$ cat config.mk
export PLATFORM = sky130hd
export DESIGN_NAME = tmr_dual_timer
export DESIGN_NICKNAME = d
export VERILOG_FILES = /design/src/tmr_pkg.sv /design/src/tmr_dual_timer.sv
export SDC_FILE = /design/constraint.sdc
export NUM_CORES = 1
export LEC_CHECK = 0
export BUFFER_PORTS_ARGS = -buffer_cell sky130_fd_sc_hd__buf_2
export CORE_AREA = 2 2 97 99
export CTS_CLUSTER_DIAMETER = 100
export DETAILED_ROUTE_END_ITERATION = 8
export DIE_AREA = 0 0 99 101
export PLACE_DENSITY = 0.8
export SLEW_MARGIN = 40
export SYNTH_ARGS = -nofsm -noshare
export SYNTH_HDL_FRONTEND = slang
export SYNTH_SLANG_ARGS = --single-unit
$ cat constraint.sdc
create_clock -name sys_clk_in -period 2.5 [get_ports sys_clk_in]
set_input_delay 0.25 -clock sys_clk_in [delete_from_list [all_inputs] [get_ports sys_clk_in]]
set_output_delay 0.25 -clock sys_clk_in [all_outputs]
set_load 0.02 [all_outputs]
$ cat src/tmr_pkg.sv
// Purpose: Shared constants and types for the dual timer/counter pair.
// Assumes: One system clock, the machine cycle is derived inside the block.
// Notes:   Offsets, reset values, field positions and cycle counts live here.
package tmr_pkg;

  // Special function register address of the mode register and its reset value.
  localparam logic [7:0] TMR_MODE_ADDR  = 8'h89;
  localparam logic [7:0] TMR_MODE_RESET = 8'h00;

  // Field positions inside the mode register.
  localparam int TMR_T0_MODE_LSB = 0;
  localparam int TMR_T0_SRC_BIT  = 2;
  localparam int TMR_T0_GATE_BIT = 3;
  localparam int TMR_T1_MODE_LSB = 4;

  // CPU clocks per machine cycle.
  localparam int         TMR_MC_CLOCKS = 6;
  localparam logic [2:0] TMR_MC_LAST   = 3'(TMR_MC_CLOCKS - 1);

  // Selector codes for the count byte write port.
  localparam logic [1:0] TMR_SEL_LO0 = 2'h0;
  localparam logic [1:0] TMR_SEL_HI0 = 2'h1;
  localparam logic [1:0] TMR_SEL_LO1 = 2'h2;
  localparam logic [1:0] TMR_SEL_HI1 = 2'h3;

  // Level of the toggle output before the first overflow.
  localparam logic TMR_TOGGLE_RESET = 1'b1;

  // Operating modes, shared by both timers.
  typedef enum logic [1:0] {
    TMR_MODE_13    = 2'b00,
    TMR_MODE_16    = 2'b01,
    TMR_MODE_RLD   = 2'b10,
    TMR_MODE_SPLIT = 2'b11
  } tmr_mode_t;

endpackage

$ cat src/tmr_dual_timer.sv
// Purpose: Two up-counting timer/counters configured by one mode register.
// Assumes: Count pin, gating pin and run bits are synchronous to sys_clk_in.
// Notes:   Count bytes are written through a small byte port with its own selector.
`timescale 1ns/1ps
`default_nettype none
module tmr_dual_timer (
  input  wire logic       sys_clk_in,             // CPU clock, 100 MHz.
  input  wire logic       rst_n_in,               // Asynchronous reset, active low.
  input  wire logic [7:0] sfr_addr_in,            // Special function register address.
  input  wire logic       sfr_wr_in,              // Register write strobe.
  input  wire logic [7:0] sfr_wdata_in,           // Register write data.
  output logic      [7:0] sfr_rdata_out,          // Register read data, one cycle late.
  input  wire logic       cnt_wr_in,              // Count byte write strobe.
  input  wire logic [1:0] cnt_sel_in,             // Count byte selector.
  input  wire logic [7:0] cnt_wdata_in,           // Count byte write data.
  input  wire logic       timer_zero_run_in,      // Timer 0 run bit.
  input  wire logic       timer_one_run_in,       // Timer 1 run bit.
  input  wire logic       flag_zero_clr_in,       // Clears timer 0 overflow flag.
  input  wire logic       flag_one_clr_in,        // Clears timer 1 overflow flag.
  input  wire logic       gating_pin_in,          // External gating pin level.
  input  wire logic       count_input_pin_in,     // Count pin level.
  input  wire logic       overflow_toggle_enable_in, // Drive toggle onto the count pin.
  output logic            count_pin_out,          // Toggle level for the count pin.
  output logic            count_pin_oe_n_out,     // Low while the pin is driven.
  output logic      [7:0] count_low_byte0_out,    // Timer 0 low byte.
  output logic      [7:0] count_high_byte0_out,   // Timer 0 high byte.
  output logic      [7:0] count_low_byte1_out,    // Timer 1 low byte.
  output logic      [7:0] count_high_byte1_out,   // Timer 1 high byte.
  output logic            overflow_flag0_out,     // Timer 0 overflow flag.
  output logic            overflow_flag1_out      // Timer 1 overflow flag.
);
  import tmr_pkg::*;

  logic [2:0] mc_cnt_reg, mc_cnt_next;
  logic       tick;
  logic [7:0] mode_reg, mode_next;
  logic [7:0] rdata_reg, rdata_next;
  logic       samp_reg, samp_next;
  logic       edge_pend_reg, edge_pend_next;
  logic [7:0] lo0_reg, lo0_next, hi0_reg, hi0_next;
  logic [7:0] lo1_reg, lo1_next, hi1_reg, hi1_next;
  logic       flag0_reg, flag0_next, flag1_reg, flag1_next;
  logic       tog_reg, tog_next;
  tmr_mode_t  t0_mode, t1_mode;
  logic       t0_en, t0_inc, t1_inc, hi0_inc;
  logic       ovf0, ovf1, ovf_hi0;
  logic [16:0] t0_res, t1_res;
  logic [8:0]  lo0_sum, hi0_sum;

  // Advance one timer by one step in the shared modes; bit 16 marks rollover.
  function automatic logic [16:0] tmr_step(input tmr_mode_t m, input logic [7:0] lo,
                                           input logic [7:0] hi, input logic inc);
    logic [16:0] r;
    r = {1'b0, hi, lo};
    if (inc) begin
      case (m)
        TMR_MODE_13: begin
          r[4:0] = lo[4:0] + 5'h01;
          if (lo[4:0] == 5'h1f) begin
            r[16:8] = {1'b0, hi} + 9'h001;
          end
        end
        TMR_MODE_16: r = {1'b0, hi, lo} + 17'h00001;
        TMR_MODE_RLD: begin
          if (lo == 8'hff) begin
            r = {1'b1, hi, hi};
          end else begin
            r[7:0] = lo + 8'h01;
          end
        end
        default: r = {1'b0, hi, lo};
      endcase
    end
    return r;
  endfunction

  assign t0_mode = tmr_mode_t'(mode_reg[TMR_T0_MODE_LSB +: 2]);
  assign t1_mode = tmr_mode_t'(mode_reg[TMR_T1_MODE_LSB +: 2]);

  assign tick = (mc_cnt_reg == TMR_MC_LAST);

  // Enables and increments; a detected fall counts on the clock after its sampling tick.
  always_comb begin
    t0_en   = timer_zero_run_in & (~mode_reg[TMR_T0_GATE_BIT] | gating_pin_in);
    t0_inc  = t0_en & (mode_reg[TMR_T0_SRC_BIT] ? edge_pend_reg : tick);
    hi0_inc = tick & timer_one_run_in & (t0_mode == TMR_MODE_SPLIT);
    t1_inc  = tick & timer_one_run_in & (t1_mode != TMR_MODE_SPLIT);
  end

  // Next state of every register; software byte writes override counting.
  always_comb begin
    mc_cnt_next    = tick ? 3'h0 : mc_cnt_reg + 3'h1;
    mode_next      = mode_reg;
    rdata_next     = (sfr_addr_in == TMR_MODE_ADDR) ? mode_reg : 8'h00;
    samp_next      = samp_reg;
    // The pending edge lasts one clock, so each fall is counted exactly once.
    edge_pend_next = 1'b0;
    if (tick) begin
      samp_next      = count_input_pin_in;
      edge_pend_next = samp_reg & ~count_input_pin_in;
    end
    if (sfr_wr_in && sfr_addr_in == TMR_MODE_ADDR) begin
      mode_next = sfr_wdata_in;
    end
    t0_res  = tmr_step(t0_mode, lo0_reg, hi0_reg, t0_inc);
    t1_res  = tmr_step(t1_mode, lo1_reg, hi1_reg, t1_inc);
    lo0_sum = {1'b0, lo0_reg} + {8'h00, t0_inc};
    hi0_sum = {1'b0, hi0_reg} + {8'h00, hi0_inc};
    if (t0_mode == TMR_MODE_SPLIT) begin
      lo0_next = lo0_sum[7:0];
      hi0_next = hi0_sum[7:0];
      ovf0     = lo0_sum[8];
      ovf_hi0  = hi0_sum[8];
    end else begin
      lo0_next = t0_res[7:0];
      hi0_next = t0_res[15:8];
      ovf0     = t0_res[16];
      ovf_hi0  = 1'b0;
    end
    lo1_next = t1_res[7:0];
    hi1_next = t1_res[15:8];
    ovf1     = t1_res[16] & (t0_mode != TMR_MODE_SPLIT);
    if (cnt_wr_in) begin
      case (cnt_sel_in)
        TMR_SEL_LO0: lo0_next = cnt_wdata_in;
        TMR_SEL_HI0: hi0_next = cnt_wdata_in;
        TMR_SEL_LO1: lo1_next = cnt_wdata_in;
        TMR_SEL_HI1: hi1_next = cnt_wdata_in;
        default:     lo0_next = lo0_next;
      endcase
    end
    flag0_next = ovf0 | (flag0_reg & ~flag_zero_clr_in);
    flag1_next = ovf1 | ovf_hi0 | (flag1_reg & ~flag_one_clr_in);
    tog_next   = (ovf0 & overflow_toggle_enable_in) ? ~tog_reg : tog_reg;
    if (!overflow_toggle_enable_in) begin
      tog_next = TMR_TOGGLE_RESET;
    end
  end

  // State registers.
  always_ff @(posedge sys_clk_in or negedge rst_n_in) begin
    if (!rst_n_in) begin
      mc_cnt_reg    <= 3'h0;
      mode_reg      <= TMR_MODE_RESET;
      rdata_reg     <= 8'h00;
      samp_reg      <= 1'b0;
      edge_pend_reg <= 1'b0;
      lo0_reg       <= 8'h00;
      hi0_reg       <= 8'h00;
      lo1_reg       <= 8'h00;
      hi1_reg       <= 8'h00;
      flag0_reg     <= 1'b0;
      flag1_reg     <= 1'b0;
      tog_reg       <= TMR_TOGGLE_RESET;
    end else begin
      mc_cnt_reg    <= mc_cnt_next;
      mode_reg      <= mode_next;
      rdata_reg     <= rdata_next;
      samp_reg      <= samp_next;
      edge_pend_reg <= edge_pend_next;
      lo0_reg       <= lo0_next;
      hi0_reg       <= hi0_next;
      lo1_reg       <= lo1_next;
      hi1_reg       <= hi1_next;
      flag0_reg     <= flag0_next;
      flag1_reg     <= flag1_next;
      tog_reg       <= tog_next;
    end
  end

  // Outputs except the pin enable come straight from registers.
  assign sfr_rdata_out        = rdata_reg;
  assign count_low_byte0_out  = lo0_reg;
  assign count_high_byte0_out = hi0_reg;
  assign count_low_byte1_out  = lo1_reg;
  assign count_high_byte1_out = hi1_reg;
  assign overflow_flag0_out   = flag0_reg;
  assign overflow_flag1_out   = flag1_reg;
  assign count_pin_out        = tog_reg;
  // The pin is only driven in toggle mode; counting from it then sees our own level.
  assign count_pin_oe_n_out   = ~overflow_toggle_enable_in;

  // Checks on the block's own behaviour.
  tick_period_a: assert property (@(posedge sys_clk_in) disable iff (!rst_n_in)
    tick |=> !tick [*5] ##1 tick) else $error("Machine cycle is not six clocks.");

  edge_count_a: assert property (@(posedge sys_clk_in) disable iff (!rst_n_in)
    (t0_en && mode_reg[TMR_T0_SRC_BIT] && edge_pend_reg && t0_mode == TMR_MODE_16
     && lo0_reg != 8'hff && !cnt_wr_in) |=> (lo0_reg == $past(lo0_reg) + 8'h01))
    else $error("Detected edge did not advance the count.");

  no_edge_hold_a: assert property (@(posedge sys_clk_in) disable iff (!rst_n_in)
    (mode_reg[TMR_T0_SRC_BIT] && !edge_pend_reg && t0_mode != TMR_MODE_SPLIT && !cnt_wr_in)
    |=> $stable(lo0_reg) && $stable(hi0_reg)) else $error("Count moved without an edge.");

  gate_hold_a: assert property (@(posedge sys_clk_in) disable iff (!rst_n_in)
    (mode_reg[TMR_T0_GATE_BIT] && !gating_pin_in && t0_mode != TMR_MODE_SPLIT && !cnt_wr_in)
    |=> $stable({hi0_reg, lo0_reg})) else $error("Gated timer 0 counted.");

  reload_val_a: assert property (@(posedge sys_clk_in) disable iff (!rst_n_in)
    (t0_mode == TMR_MODE_RLD && t0_inc && lo0_reg == 8'hff && !cnt_wr_in)
    |=> lo0_reg == $past(hi0_reg) && overflow_flag0_out) else $error("Reload failed.");

  flag_set_a: assert property (@(posedge sys_clk_in) disable iff (!rst_n_in)
    (ovf0 && flag_zero_clr_in) |=> overflow_flag0_out) else $error("Overflow flag lost.");

  t1_stop_a: assert property (@(posedge sys_clk_in) disable iff (!rst_n_in)
    (t1_mode == TMR_MODE_SPLIT && !cnt_wr_in) |=> $stable({hi1_reg, lo1_reg}))
    else $error("Timer 1 counted in mode 3.");

  toggle_pin_a: assert property (@(posedge sys_clk_in) disable iff (!rst_n_in)
    (ovf0 && overflow_toggle_enable_in) |=> count_pin_out != $past(count_pin_out))
    else $error("Pin did not toggle on overflow.");

  split_hi_a: assert property (@(posedge sys_clk_in) disable iff (!rst_n_in)
    (t0_mode == TMR_MODE_SPLIT && tick && timer_one_run_in && hi0_reg == 8'hff && !cnt_wr_in)
    |=> hi0_reg == 8'h00 && overflow_flag1_out) else $error("Split high byte wrong.");

endmodule // tmr_dual_timer
`default_nettype wire

==> impl_metrics.yaml <==
placement:
  hpwl_mm: 10.2
  io_buffers: 80
  gp_congestion: 0.969
logic_synthesis:
  syn-cell-area_um2: 4420
  synth_seq_area_share_pct: 31.7
  synth_mux_area_share_pct: 3.54
  synth_edf_count: 0
  synth_seq_cells: 56
  syn-instance-count: 531
  yosysTopAreaCell: "dfrtp_1"
  synth_area_leaders: "dfrtp_1 31%, ha_1 5.1%, a21oi_1 3.5%"
  synth_top_area_share_pct: 31.1
  synth-xor-area-share_pct: 3.76
  yosys_warnings: 0
  synthSimpleGateAreaFrac_pct: 24.8
  synth_top_family_by_area: "compound AO/OA/AOI/OAI gates"
  async_flop_share_pct: 100
  synth_top_flop_cell: "dfrtp_1"
  synth.distinct_cells: 77
  syn-num-nets: 586
  syn_avg_cell_area_um2: 8.32
  synth_compound_area_share_pct: 25.5
  synthAdderAreaFrac_pct: 5.09
layout:
  drive_gt1_share_pct: 22.2
  final_util_pct: 56.3
  multi_input_area_um2: 2780
  num-nets-final: 654
  antennaDiodeCount: 0
  regArea_um2: 1400
  final_common_cell: "buf_2"
  syn_to_final_growth_pct: 14.3
  mostFrequentLayoutCells: "80 x buf_2, 55 x dfrtp_1, 41 x nand2_1"
  n_fill_cell: 816
clock_network:
  cts_root_buffer: "clkbuf_8"
  hold_buffers: 0
  htree_num_levels: 2
  cts_resized: 0
  cts_setup_buffers: 0
  clk_latency_ps: 330
  cts_tree: "yes"
  clk_pin_slew_ps: 130
  cts_max_path_buffers: 2
  cts_made_buffers: 5
  cts_sinks: 56
sta:
  fin_crit_ps: 2330
  setup_violations: 0
  whs_ps: 37.1
  hold_viol_final: 0
  tightest_slew_ps: 721
  skew_ps: 11.8
  fin_tns_setup_ps: 0
  slew_violations: 0
  max_freq_mhz: 430
  slew-limit-headroom_pct: 51.9
  post-route-period-util_pct: 93.0
  rsz0062_at_grt: "no"
route:
  drcViolationCount: 0
  wl_met3_mm: 1.49
  vias_per_cell: 6.66
  wl_per_cell_um: 19.9
  firstDrtPassIters: 6
  drt_iter0_drc: 438
  wl_met2_mm: 6.31
  topRoutingLayerUsed: "met4"
  vias: 4733
  drtAntennaViolNets: 0
  met1_length_mm: 5.99
  drt-total-wl_mm: 14.2
critical_path:
  critPathArrivalTime_ps: 2600
  cpMaxStageDelayCell: "dfrtp_1"
  cp_max_fo: 6
  worstSetupStartpointType: "flop"
  path_cells: "nand4bb_4 > a211o_4 > clkinv_4 > ha_1 > ha_1 > nand3_1 > nor3_2 > nor4_1 > a31oi_1 > and3_1"
  critical_path.top_delay_family: "simple AND/OR/NAND/NOR gates"
  crit_buf_inv: 1
  timing.setup.critical_path_class: "flop to flop"
  crit_top_cell: "ha_1"
  critPathCaptureType: "flop"
  worstPathRequired_ps: 2770
  max_stage_delay_ps: 440
grt:
  grt_max_degree: 57
  grt_usage_pct: 28.3
  grt_pass1_wl_mm: 22.6
  antenna_found_initial: 0
  overflow: 0
  grt_pass1_vias: 4313
die:
  coreArea_um2: 8980
  die_h_um: 101
  row_count: 35
  fp.dieArea_um2: 10000
  io_pins: 81
  fp.dieW_um: 99
  initial_utilization_pct: 49.2
status:
  status: "finished clean"
pwr:
  power.leakage_nw: 2.14
  power.density_nw_per_um2: 540
  ir_worst_vdd_mv: 0.264
run:
  cap_violations: 0
hold_path:
  hp-class: "input pin to async pin"
worst paths after layout:
check,cells after the start,startpoint,slack (ps),endpoint
worst max-delay path,10,mc_cnt_reg[1],170,count_pin_out
worst min-delay path,2,rst_n_in,40,count_high_byte1_out[6]
worst max register to register,10,mc_cnt_reg[1],170,count_pin_out
worst min register to register,1,mode_reg[7],500,sfr_rdata_out[7]
max in group asynchronous,2,rst_n_in,1980,overflow_flag0_out
min in group sys_clk_in,2,count_input_pin_in,70,edge_pend_reg
logic make-up after synthesis:
kind of cell    count (synthesis)
fa+ha+maj                      18
compound gates                161
flops                          56
xor+xnor                       19
mux                            14
buf+inv                        60
simple gates                  203
synthesized netlist by cell type, drive strengths merged, types with 6 or more instances:
cell type  number
dfrtp          55
nand2          42
nor2           38
o21ai          33
a21oi          31
clkbuf         25
nand3          25
a31oi          20
inv            19
nand4          19
nor3           19
ha             18
buf            14
and2           12
xnor2          12
mux2           10
o31ai          10
and3            7
xor2            7
a311oi          6
and4            6
nor4            6
o211ai          6
report_power, final:
group	leakage (nW)	total [W]	internal [W]	switching, W
Combinational	1.39	0.000911	0.000359	0.000552
Clock	0.0511	0.000574	0.000213	0.000361
Sequential	0.698	0.00124	0.00101	0.000239
worst reg2reg max path: stages (launching register included):
cell       delay [ps]
dfrtp_1           440
nand4bb_4         240
a211o_4           370
clkinv_4           60
ha_1              150
ha_1              210
nand3_1           120
nor3_2            280
nor4_1             70
a31oi_1           140
and3_1            190
layout make-up:
type	count	area share, %
multi-input cells	415	55.0
flip-flops and latches	56	27.8
repair buffers	100	10.9
well taps	111	2.75
inverters	21	1.66
clock buffers	5	1.36
clock inverters	3	0.570
routing by layer:
| metal | up-vias | track usage [%] |
|---|---|---|
| li1 | 2152 | - |
| met1 | 2218 | 41.2 |
| met5 | - | 0 |
| met3 | 31 | 3.81 |
| met2 | 332 | 43.1 |
| met4 | 0 | 9.80 |
through the flow:
stage / setup slack [ps] / instances / instance area [µm²] / total power (W)
after detailed placement: 99.2 / 703 / 4950 / 0.00215
after CTS: 53.9 / 711 / 5050 / 0.00271
after global placement: 182 / 703 / 4950 / 0.00213
final: 174 / 711 / 5050 / 0.00273
after floorplan: 78.0 / 531 / 4420 / 0.00180
after global routing: 9.07 / 711 / 5050 / 0.00287
No activity file was read; power rests on OpenSTA's default activity.
